`src/timer2_pkg.sv`:
```
// Package for the capture/reload/baud timer: register map, field positions, resets, timing.
// Assumes an SFR-style byte bus with write/read strobes on the same clock.
package timer2_pkg;

  // ----------------------------------------
  // Register offsets in SFR space
  // ----------------------------------------
  localparam logic [7:0] timer_control_off = 8'hc8;
  localparam logic [7:0] timer_output_mode_off = 8'hc9;
  localparam logic [7:0] reload_low_off = 8'hca;
  localparam logic [7:0] reload_high_off = 8'hcb;
  localparam logic [7:0] count_low_off = 8'hcc;
  localparam logic [7:0] count_high_off = 8'hcd;
  localparam logic [7:0] clock_speed_off = 8'h8e;
  localparam logic [7:0] port_option_off = 8'hd0;

  // ----------------------------------------
  // Field positions
  // ----------------------------------------
  localparam int overflow_flag_bit = 7;
  localparam int external_flag_bit = 6;
  localparam int rx_clock_select_bit = 5;
  localparam int tx_clock_select_bit = 4;
  localparam int ext_trigger_enable_bit = 3;
  localparam int run_control_bit = 2;
  localparam int timer_counter_select_bit = 1;
  localparam int capture_reload_select_bit = 0;
  localparam int ovf_out_enable_bit = 1;
  localparam int speed_select_bit = 5;
  localparam int pin_alt_output_enable_bit = 0;

  // ----------------------------------------
  // Reset values and the count wrap point
  // ----------------------------------------
  localparam logic [7:0] control_reset = 8'h00;
  localparam logic [7:0] byte_reset = 8'h00;
  localparam logic [15:0] word_reset = 16'h0000;
  localparam logic [15:0] count_wrap = 16'hffff;

  // ----------------------------------------
  // Timing counts: crystal clocks per step, and the overflow count for the bit clock
  // ----------------------------------------
  localparam logic [3:0] fast_divide = 4'h4;
  localparam logic [3:0] slow_divide = 4'hc;
  localparam logic [3:0] baud_divide = 4'h2;
  localparam logic [3:0] baud_overflow_divide = 4'hf;

  // Bus request from the CPU side
  typedef struct packed {
    logic wr;
    logic rd;
    logic [7:0] addr;
    logic [7:0] wdata;
  } sfr_req_t;

endpackage

```
`src/pin_edge_sync.sv`:
```
// Three-stage synchroniser with falling-edge detect for an external pin.
// Assumes the pin is asynchronous to clk.
`timescale 1ns/10ps
module pin_edge_sync (
  input wire logic clk,
  input wire logic reset,
  input wire logic pin,
  output logic fall
);
  typedef struct packed {
    logic [2:0] sync;
    logic level;
    logic fall;
  } edge_state_t;

  edge_state_t state_reg;
  edge_state_t state_next;

  // Stage 0 is only read by stage 1; a change counts once stages 1 and 2 agree
  always_comb
  begin
    state_next = state_reg;
    state_next.sync = {state_reg.sync[1:0], pin};
    state_next.fall = 1'b0;
    if (state_reg.sync[1] == state_reg.sync[2] && state_reg.sync[2] != state_reg.level)
    begin
      state_next.level = state_reg.sync[2];
      state_next.fall = state_reg.level & ~state_reg.sync[2];
    end
  end

  always_ff @(posedge clk)
  begin
    if (reset)
    begin
      state_reg <= '{sync: 3'h7, level: 1'b1, fall: 1'b0};
    end
    else
    begin
      state_reg <= state_next;
    end
  end

  assign fall = state_reg.fall;
endmodule // pin_edge_sync

```
`src/baud_divider.sv`:
```
// Divide-by-16 of timer overflow pulses into the UART bit clock.
// Assumes overflow pulses are one clk cycle wide.
`timescale 1ns/10ps
module baud_divider (
  input wire logic clk,
  input wire logic reset,
  input wire logic enable,
  input wire logic overflow,
  output logic bit_clock
);
  typedef struct packed {
    logic [3:0] count;
    logic tick;
  } div_state_t;

  div_state_t state_reg;
  div_state_t state_next;

  always_comb
  begin
    state_next = state_reg;
    state_next.tick = 1'b0;
    if (!enable)
    begin
      state_next.count = 4'h0;
    end
    else if (overflow)
    begin
      state_next.count = state_reg.count + 4'h1;
      state_next.tick = (state_reg.count == timer2_pkg::baud_overflow_divide);
    end
  end

  always_ff @(posedge clk)
  begin
    if (reset)
    begin
      state_reg <= '0;
    end
    else
    begin
      state_reg <= state_next;
    end
  end

  assign bit_clock = state_reg.tick;
endmodule // baud_divider

```
`src/timer2_capture_reload_baudgen.sv`:
```
// Sixteen-bit timer/counter with capture, auto-reload and UART baud generation.
// Assumes a byte SFR bus on clk (the crystal clock) and asynchronous trigger and count pins.
`timescale 1ns/10ps
module timer2_capture_reload_baudgen (
  input wire logic clk,
  input wire logic reset,
  input timer2_pkg::sfr_req_t sfr_req,
  output logic [7:0] sfr_rdata,
  output logic sfr_hit,
  input wire logic trigger_pin,
  input wire logic count_pin,
  output logic shared_port_pin_out,
  output logic shared_port_pin_oe,
  output logic tx_bit_clock,
  output logic rx_bit_clock,
  output logic timer_irq_request
);

  // ----------------------------------------
  // State
  // ----------------------------------------
  typedef struct packed {
    logic [7:0] control;
    logic ovf_out_enable;
    logic speed_select;
    logic pin_alt_output_enable;
    logic [15:0] count;
    logic [15:0] reload;
    logic [3:0] prescale;
    logic [7:0] rdata;
    logic hit;
    logic pin_out;
    logic pin_oe;
    logic irq;
  } timer_state_t;

  timer_state_t state_reg;
  timer_state_t state_next;

  logic trigger_fall;
  logic count_fall;
  logic tx_tick;
  logic rx_tick;
  logic baud_mode;
  logic [3:0] divide;
  logic step;
  logic wrap;
  logic hw_overflow_set;
  logic hw_external_set;
  logic do_reload;
  logic do_capture;
  logic [7:0] wbyte;

  // Reads are decoded in one place and reused for hit and data
  function automatic logic [8:0] read_decode(input timer_state_t s, input logic [7:0] addr);
    logic [8:0] r;
    r = 9'h000;
    unique case (addr)
      timer2_pkg::timer_control_off: r = {1'b1, s.control};
      timer2_pkg::timer_output_mode_off:
        r = {1'b1, 6'h00, s.ovf_out_enable, 1'b0};
      timer2_pkg::reload_low_off: r = {1'b1, s.reload[7:0]};
      timer2_pkg::reload_high_off: r = {1'b1, s.reload[15:8]};
      timer2_pkg::count_low_off: r = {1'b1, s.count[7:0]};
      timer2_pkg::count_high_off: r = {1'b1, s.count[15:8]};
      timer2_pkg::clock_speed_off: r = {1'b1, 2'h0, s.speed_select, 5'h00};
      timer2_pkg::port_option_off: r = {1'b1, 7'h00, s.pin_alt_output_enable};
      default: r = 9'h000;
    endcase
    return r;
  endfunction

  // ----------------------------------------
  // Pin synchronisers
  // ----------------------------------------
  pin_edge_sync trigger_sync (
    .clk(clk),
    .reset(reset),
    .pin(trigger_pin),
    .fall(trigger_fall)
  );

  pin_edge_sync count_sync (
    .clk(clk),
    .reset(reset),
    .pin(count_pin),
    .fall(count_fall)
  );

  // ----------------------------------------
  // UART bit clocks
  // ----------------------------------------
  baud_divider tx_div (
    .clk(clk),
    .reset(reset),
    .enable(state_reg.control[timer2_pkg::tx_clock_select_bit]),
    .overflow(wrap),
    .bit_clock(tx_tick)
  );

  baud_divider rx_div (
    .clk(clk),
    .reset(reset),
    .enable(state_reg.control[timer2_pkg::rx_clock_select_bit]),
    .overflow(wrap),
    .bit_clock(rx_tick)
  );

  // ----------------------------------------
  // Count engine
  // ----------------------------------------
  always_comb
  begin
    baud_mode = state_reg.control[timer2_pkg::tx_clock_select_bit]
      | state_reg.control[timer2_pkg::rx_clock_select_bit];
    if (baud_mode)
    begin
      divide = timer2_pkg::baud_divide;
    end
    else if (state_reg.speed_select)
    begin
      divide = timer2_pkg::fast_divide;
    end
    else
    begin
      divide = timer2_pkg::slow_divide;
    end
    // External pulses count even in baud mode; the half-rate rule covers the timer function
    if (state_reg.control[timer2_pkg::timer_counter_select_bit])
    begin
      step = state_reg.control[timer2_pkg::run_control_bit] & count_fall;
    end
    else
    begin
      step = state_reg.control[timer2_pkg::run_control_bit]
        & (state_reg.prescale == divide - 4'h1);
    end
    // Wrap rides on the step itself, so a stopped timer can never overflow
    wrap = step & (state_reg.count == timer2_pkg::count_wrap);
    hw_overflow_set = wrap & ~baud_mode;
    hw_external_set = trigger_fall & state_reg.control[timer2_pkg::ext_trigger_enable_bit];
    // Capture and reload split on the select bit, so a trigger never does both
    do_capture = hw_external_set & ~baud_mode
      & state_reg.control[timer2_pkg::capture_reload_select_bit];
    do_reload = (wrap & (baud_mode
      | ~state_reg.control[timer2_pkg::capture_reload_select_bit]))
      | (hw_external_set & ~baud_mode
      & ~state_reg.control[timer2_pkg::capture_reload_select_bit]);
  end

  // ----------------------------------------
  // Next state
  // ----------------------------------------
  always_comb
  begin
    state_next = state_reg;
    wbyte = sfr_req.wdata;
    // Prescaler restarts when stopped so the first step is a full period
    if (!state_reg.control[timer2_pkg::run_control_bit] || step
      || state_reg.prescale >= divide - 4'h1)
    begin
      state_next.prescale = 4'h0;
    end
    else
    begin
      state_next.prescale = state_reg.prescale + 4'h1;
    end
    if (do_reload)
    begin
      state_next.count = state_reg.reload;
    end
    else if (step)
    begin
      state_next.count = state_reg.count + 16'h0001;
    end
    if (do_capture)
    begin
      state_next.reload = state_reg.count;
    end
    // Software writes; hardware flag sets below still win over a clear
    if (sfr_req.wr)
    begin
      unique case (sfr_req.addr)
        timer2_pkg::timer_control_off:
        begin
          state_next.control = wbyte;
        end
        timer2_pkg::timer_output_mode_off:
        begin
          state_next.ovf_out_enable = wbyte[timer2_pkg::ovf_out_enable_bit];
        end
        timer2_pkg::reload_low_off:
        begin
          state_next.reload[7:0] = wbyte;
        end
        timer2_pkg::reload_high_off:
        begin
          state_next.reload[15:8] = wbyte;
        end
        timer2_pkg::count_low_off:
        begin
          state_next.count[7:0] = wbyte;
        end
        timer2_pkg::count_high_off:
        begin
          state_next.count[15:8] = wbyte;
        end
        timer2_pkg::clock_speed_off:
        begin
          state_next.speed_select = wbyte[timer2_pkg::speed_select_bit];
        end
        timer2_pkg::port_option_off:
        begin
          state_next.pin_alt_output_enable = wbyte[timer2_pkg::pin_alt_output_enable_bit];
        end
        default:
        begin
          // Unmapped writes are dropped
        end
      endcase
    end
    if (hw_overflow_set)
    begin
      state_next.control[timer2_pkg::overflow_flag_bit] = 1'b1;
    end
    if (hw_external_set)
    begin
      state_next.control[timer2_pkg::external_flag_bit] = 1'b1;
    end
    if (sfr_req.rd)
    begin
      {state_next.hit, state_next.rdata} = read_decode(state_reg, sfr_req.addr);
    end
    else
    begin
      {state_next.hit, state_next.rdata} = 9'h000;
    end
    state_next.pin_out = wrap & state_reg.ovf_out_enable;
    // Enable needs both bits so the port keeps its other use until asked
    state_next.pin_oe = state_reg.ovf_out_enable & state_reg.pin_alt_output_enable;
    state_next.irq = state_next.control[timer2_pkg::overflow_flag_bit]
      | state_next.control[timer2_pkg::external_flag_bit];
  end

  always_ff @(posedge clk)
  begin
    if (reset)
    begin
      state_reg <= '{
        control: timer2_pkg::control_reset,
        ovf_out_enable: 1'b0,
        speed_select: 1'b0,
        pin_alt_output_enable: 1'b0,
        count: timer2_pkg::word_reset,
        reload: timer2_pkg::word_reset,
        prescale: 4'h0,
        rdata: timer2_pkg::byte_reset,
        hit: 1'b0,
        pin_out: 1'b0,
        pin_oe: 1'b0,
        irq: 1'b0
      };
    end
    else
    begin
      state_reg <= state_next;
    end
  end

  // ----------------------------------------
  // Outputs
  // ----------------------------------------
  assign sfr_rdata = state_reg.rdata;
  assign sfr_hit = state_reg.hit;
  assign shared_port_pin_out = state_reg.pin_out;
  assign shared_port_pin_oe = state_reg.pin_oe;
  assign tx_bit_clock = tx_tick;
  assign rx_bit_clock = rx_tick;
  assign timer_irq_request = state_reg.irq;
endmodule // timer2_capture_reload_baudgen

```
`config.mk`:
```
export PLATFORM = sky130hd
export DESIGN_NAME = timer2_capture_reload_baudgen
export DESIGN_NICKNAME = d
export VERILOG_FILES = /design/src/timer2_pkg.sv /design/src/pin_edge_sync.sv /design/src/baud_divider.sv /design/src/timer2_capture_reload_baudgen.sv
export SDC_FILE = /design/constraint.sdc
export NUM_CORES = 1
export LEC_CHECK = 0
export ABC_AREA = 0
export BUFFER_PORTS_ARGS = -buffer_cell sky130_fd_sc_hd__clkbuf_2
export CAP_MARGIN = 30
export CORE_MARGIN = 1.5
export CORE_UTILIZATION = 45
export CTS_CLUSTER_SIZE = 8
export DETAILED_ROUTE_END_ITERATION = 12
export PLACE_DENSITY = 0.64
export SYNTH_ARGS = -nofsm -noshare
export SYNTH_HDL_FRONTEND = slang
export SYNTH_SLANG_ARGS = --single-unit
```
`constraint.sdc`:
```
create_clock -name clk -period 2.9 [get_ports clk]
set_clock_uncertainty 0.15 [all_clocks]
set_input_delay 0.29 -clock clk [delete_from_list [all_inputs] [get_ports clk]]
set_output_delay 0.29 -clock clk [all_outputs]
set_load 0.005 [all_outputs]
```
# Word level (Yosys, flattened, before mapping)
# Cells that the tools add are included.
dict set report totals {
  reg_bits 79
  elab_cells 107
}
dict set report classes {
  n_addsub 5
  order_cmp 1
  eq_ne 16
  muxes 18
  n_bitwise 27
  n_reduce_logical 17
}
# op count
set ops {}
lappend ops {{case mux 9 bit (8 select lines)} 1}
lappend ops {{equality test 8 bit, second input constant} 8}
lappend ops {{two-way mux 16 bit} 3}
lappend ops {{two-way mux 43 bit} 1}
lappend ops {{two-way mux 8 bit} 5}
lappend ops {{adder 16 x 1 -> 16 bit, second input constant} 1}
lappend ops {{equality test 16 bit, second input constant} 1}
lappend ops {{bitwise AND 1 bit} 13}
lappend ops {{adder 4 x 1 -> 4 bit, second input constant} 3}
lappend ops {{OR reduction 2 bit} 6}
lappend ops {{NOT 1 bit} 10}
lappend ops {{equality test 4 bit, second input constant} 2}
lappend ops {{two-way mux 4 bit} 2}
lappend ops {{AND reduction 2 bit} 4}
lappend ops {{two-way mux 1 bit} 6}
lappend ops {{OR reduction 3 bit} 2}
lappend ops {{equality test 4 bit} 1}
lappend ops {{greater-or-equal comparator 4 bit} 1}
lappend ops {{OR 1 bit} 4}
lappend ops {{subtractor 4 x 1 -> 4 bit, second input constant} 1}
lappend ops {{equality test 1 bit} 2}
lappend ops {{logical AND 1 bit} 2}
lappend ops {{logical OR 1 bit} 2}
lappend ops {{inequality test 1 bit} 2}
lappend ops {{zero test 1 bit} 1}

# Logic depth before layout (Yosys ltp)
dict set report depth {
  depth_word 14
  depth_mapped 9
  depth_no_buf 8
}

# Cells and area by module
# Synthesis repeated with hierarchy kept, for this count alone.
dict set report hier_totals {
  hier_cells 441
  area_unflattened_um2 4081.4
}
# module n_inst cells_per_inst area_each_um2
set by_module_without_submodules {}
lappend by_module_without_submodules {timer2_capture_reload_baudgen 1 367 3268.1}
lappend by_module_without_submodules {baud_divider 2 21 216.5}
lappend by_module_without_submodules {pin_edge_sync 2 16 190.2}

# Worst setup path after synthesis
# Ideal clock, no wire load.
dict set report synth_timing {
  kind {register -> register}
  startpoint {reg state_reg[55] in the netlist's numbering}
  endpoint {reg state_reg[42] in the netlist's numbering}
  setup_ns 0.117
  t_arrival_ns 2.134
  required_time_ns 2.633
  slack_ns 0.499
  stages_incl_launch_ff 9
  n_path_buf 1
  path_cell_list {dfxtp_1 > or3_1 > ha_1 > nand3b_1 > o21ai_2 > a21oi_1 > buf_2 > or3_1 > a32o_1}
}
dict set report synth_between {
  elab_chain_len 12
  elab_cells_between_ends 17
  classes_between {add/sub: 1; eq/ne: 1; mux: 6; bitwise: 9}
}
# item line_no
set synth_lines {}
lappend synth_lines {{from (decl)} timer2_capture_reload_baudgen.sv:37} ;# timer_state_t state_reg;
lappend synth_lines {{from (signal assigned)} timer2_capture_reload_baudgen.sv:249} ;# state_reg <= '{
lappend synth_lines {{from (signal assigned)} timer2_capture_reload_baudgen.sv:266} ;# state_reg <= state_next;
lappend synth_lines {{OR 1 bit (*)} timer2_capture_reload_baudgen.sv:115} ;# | state_reg.control[timer2_pkg::rx_clock_select_bit];
lappend synth_lines {{two-way mux 4 bit} timer2_capture_reload_baudgen.sv:116} ;# if (baud_mode)
lappend synth_lines {{subtractor 4 x 1 -> 4 bit} timer2_capture_reload_baudgen.sv:136} ;# & (state_reg.prescale == divide - 4'h1);
lappend synth_lines {{equality test 4 bit} timer2_capture_reload_baudgen.sv:136}
lappend synth_lines {{bitwise AND 1 bit} timer2_capture_reload_baudgen.sv:136}
lappend synth_lines {{two-way mux 1 bit} timer2_capture_reload_baudgen.sv:129} ;# if (state_reg.control[timer2_pkg::timer_counter_select_bit])
lappend synth_lines {{bitwise AND 1 bit} timer2_capture_reload_baudgen.sv:139} ;# wrap = step & (state_reg.count == timer2_pkg::count_wrap);
lappend synth_lines {{bitwise AND 1 bit} timer2_capture_reload_baudgen.sv:145} ;# do_reload = (wrap & (baud_mode
lappend synth_lines {{OR 1 bit} timer2_capture_reload_baudgen.sv:147} ;# | (hw_external_set & ~baud_mode
lappend synth_lines {{two-way mux 16 bit (*)} timer2_capture_reload_baudgen.sv:168} ;# if (do_reload)
lappend synth_lines {{two-way mux 8 bit} timer2_capture_reload_baudgen.sv:183} ;# unique case (sfr_req.addr)
lappend synth_lines {{two-way mux 43 bit (*)} timer2_capture_reload_baudgen.sv:181} ;# if (sfr_req.wr)
# Every way passes the cells marked *; elsewhere a longest branch is shown, timed or not.
# A chain may end at the register's enable or synchronous reset.

# Worst setup path after layout
dict set report layout_timing {
  startpoint {reg state_reg[55] in the netlist's numbering}
  endpoint {reg rx_div.state_reg (netlist bit rx_div.bit_clock)}
}
dict set report layout_between {
  elab_chain_len 9
}
# item line_no
set layout_lines {}
lappend layout_lines {{OR 1 bit} timer2_capture_reload_baudgen.sv:115}
lappend layout_lines {{two-way mux 4 bit} timer2_capture_reload_baudgen.sv:116}
lappend layout_lines {{subtractor 4 x 1 -> 4 bit} timer2_capture_reload_baudgen.sv:136}
lappend layout_lines {{equality test 4 bit} timer2_capture_reload_baudgen.sv:136}
lappend layout_lines {{bitwise AND 1 bit} timer2_capture_reload_baudgen.sv:136}
lappend layout_lines {{two-way mux 1 bit} timer2_capture_reload_baudgen.sv:129}
lappend layout_lines {{bitwise AND 1 bit} timer2_capture_reload_baudgen.sv:139}
lappend layout_lines {{NOT 1 bit (no line)} n/a}
lappend layout_lines {{OR reduction 3 bit (no line)} n/a}
lappend layout_lines {{to (signal assigned)} baud_divider.sv:42} ;# state_reg <= state_next;
lappend layout_lines {{to (decl)} baud_divider.sv:16} ;# div_state_t state_reg;
# No other way between the ends.

==> flow_summary.toml <==
[layout]
syn_to_final_growth_pct = 11.4
layout.nets = 556
largest_register_ffs = 47
n_fill_cell = 911
diodes = 0
layout-drive-gt1-share_pct = 21.5
fin_util_pct = 52.0

[cts]
clkLatencyLatePin_ps = 360
cts_sinks = 79
clock_path_buffers = 2
cts_buffers = 9
htree_levels = 3
cts_tree = "yes"
clk_pin_slew_worst_paths_ps = 90
cts_resized = 0
post_cts_buffers = 0
cts.root.buffer_cell = "clkbuf_8"

[power]
p_leak_nw = 1.83
p_per_area_mw_per_mm2 = 423
pwr-share-clk_pct = 41.4
p_switching_w = 0.000519
intPower_w = 0.00153
ir_drop_v = 0.000254
pwr-share-comb_pct = 5.2
power_frac_seq_pct = 53.4
switching_share_pct = 25.4

[yosys]
syn_inst = 495
synthSimpleGateAreaFrac_pct = 26.6
synth_compound_area_share_pct = 19.1
synth_area_leader_cell = "dfxtp_1"
synth_nets = 525
ys_seq_area_share_pct = 36.5
netlist_area_sq_mm = 0.00433
synth_fa_ha_area_share_pct = 2.31
async_flop_share_pct = 0
yosysTopAreaCellShare_pct = 36.5
synth_top_family_by_area = "simple AND/OR/NAND/NOR gates"
synth_cell_types = 63
synth_area_leaders = "dfxtp_1, mux2i_1, nand2_1"
synth_edf_count = 0
synth_xor_area_share_pct = 3.23
ys.flop_type = "dfxtp_1"
yosys_warnings = 0
synth_mux_area_share_pct = 6.03
syn_area_per_cell_sq_um = 8.76
ys_ff_latch = 79

[floorplanning]
die_width_microns = 101
ioPinCount = 36
initial_core_util_pct = 46.7
coreArea_sq_mm = 0.00928
dieArea_sq_mm = 0.0102
rows = 35
die_h_microns = 101

[routing]
drt_iter0_drc = 241
drc = 0
avgViaCountPerCell = 6.05
postRouteAntennaNets = 0
wl_mm = 12.7
num_vias = 3991
first_pass_iters = 5
wl_per_cell_microns = 19.3

[grt]
grt_usage_pct = 26.1
grt_pass1_wl_mm = 20.2
gr-total-overflow = 0
antenna_found_initial = 0
grt_max_degree = 27
grt_pass1_vias = 3742

[sta]
finalCriticalPeriod_ps = 2670
max_slew_margin_pct = 45.0
clock.fmax_mhz = 375
period_share_pct = 92.1
finalSetupViolations = 0
rsz0062_at_grt = "no"
finalMaxSlewViolations = 0
tns_ps = 0
tightest_slew_ps = 823
timing.hold.ws_ps = 102
final_hold_viol_count = 0

[placed_design]
hpwl_mm = 9.21
numPortBuffers = 35
gp_congestion = 1.02

[setup_path]
cp_max_fo = 13
path_class = "reg -> reg"
crit_path_end_kind = "flop"
reg2regPathDepth = 8
crit_required_ps = 3020
critPathArrivalTime_ps = 2790
startpoint_type = "flop"

[run]
cap_violations = 0

[min_path]
whs_path_depth = 3
hp-class = "in -> reg"

[status]
status = "complete, no violations"
## area by class of cell
class / instances / area, sq um / share of cell area [%]
well taps: 129 / 161 / 3.34
repair buffers: 59 / 360 / 7.46
clock buffers: 10 / 128 / 2.64
flip-flops and latches: 79 / 1580 / 32.7
inverters: 13 / 48.8 / 1.01
multi-input cells: 364 / 2480 / 51.4
clock inverters: 6 / 68.8 / 1.42
## path summary, 6_finish.rpt
path | from | end | slack (ps)
hold reg to reg | count_sync.state_next[3] | count_sync.state_next[4] | 270
hold / removal | sfr_req[9] | sfr_rdata[0] | 100
setup reg to reg | state_reg[55] | rx_div.bit_clock | 230
setup / recovery | state_reg[55] | rx_div.bit_clock | 230
## cell usage in the layout (no fill, tap or decap), drive strengths merged, types with 7 or more instances in the layout
master / netlist / layout
dfxtp: 79 / 79
nand2: 64 / 64
clkbuf: 10 / 46
nor2: 35 / 35
nand3: 26 / 26
mux2i: 25 / 25
a21oi: 21 / 21
buf: 29 / 21
nand4: 21 / 21
o21ai: 18 / 18
inv: 13 / 14
a211oi: 13 / 13
o211ai: 12 / 12
nor3: 11 / 11
xnor2: 10 / 10
a311oi: 8 / 8
ha: 8 / 8
or2: 7 / 7
## stage by stage
step	power, W	setup WS, ps	cell area (sq um)	cells
6_report	0.00204	230	4830	660
3_5_place_dp	0.00122	253	4610	641
4_1_cts	0.00205	233	4820	659
3_3_place_gp	0.00122	370	4610	641
2_1_floorplan	0.00117	499	4330	495
5_1_grt	0.00211	42.5	4830	660
## power by group through the flow
stage	combinational (W)	sequential (W)	clock (W)
2_1_floorplan	0.0000558	0.00112	0
3_3_place_gp	0.000100	0.00112	0
3_5_place_dp	0.000102	0.00112	0
4_1_cts	0.000104	0.00109	0.000860
5_1_grt	0.000113	0.00109	0.000907
6_report	0.000107	0.00109	0.000846
## cells in the mapped netlist (all sizes together) (6+ instances only)
library cell  count
nor2             35
xnor2            10
nand4            21
nor3             11
clkbuf           10
a311oi            8
ha                8
buf              29
or3               6
o211ai           12
a211oi           13
nand3            26
nand2            64
a21oi            21
xor2              6
mux2i            25
o21ai            18
or2               7
dfxtp            79
inv              13
nor4              6
## layer usage
metal	GRT usage [%]	wire, microns
met5	0	0
met4	11.9	461
met3	4.62	914
met2	39.9	5550
met1	35.9	5780
## kinds of logic after synthesis
group | Yosys count
mux | 26
flops | 79
fa+ha+maj | 8
buf+inv | 52
compound gates | 105
xor+xnor | 16
simple gates | 209
## critical path, cell delays in order (launching register included)
cell and delay [ps]:
dfxtp_1 370, or3_1 400, ha_1 330, nand2b_1 80
o21a_1 360, nor4_1 420, buf_4 180, nand2_1 50
nor4_1 230
## timing repair
action | in CTS | in global routing
setup endpoints to repair | 0 | 0
hold endpoints to repair | 2 | 0
hold buffers | 2 | 0
Note: power is estimated with default switching activity, not from simulation.
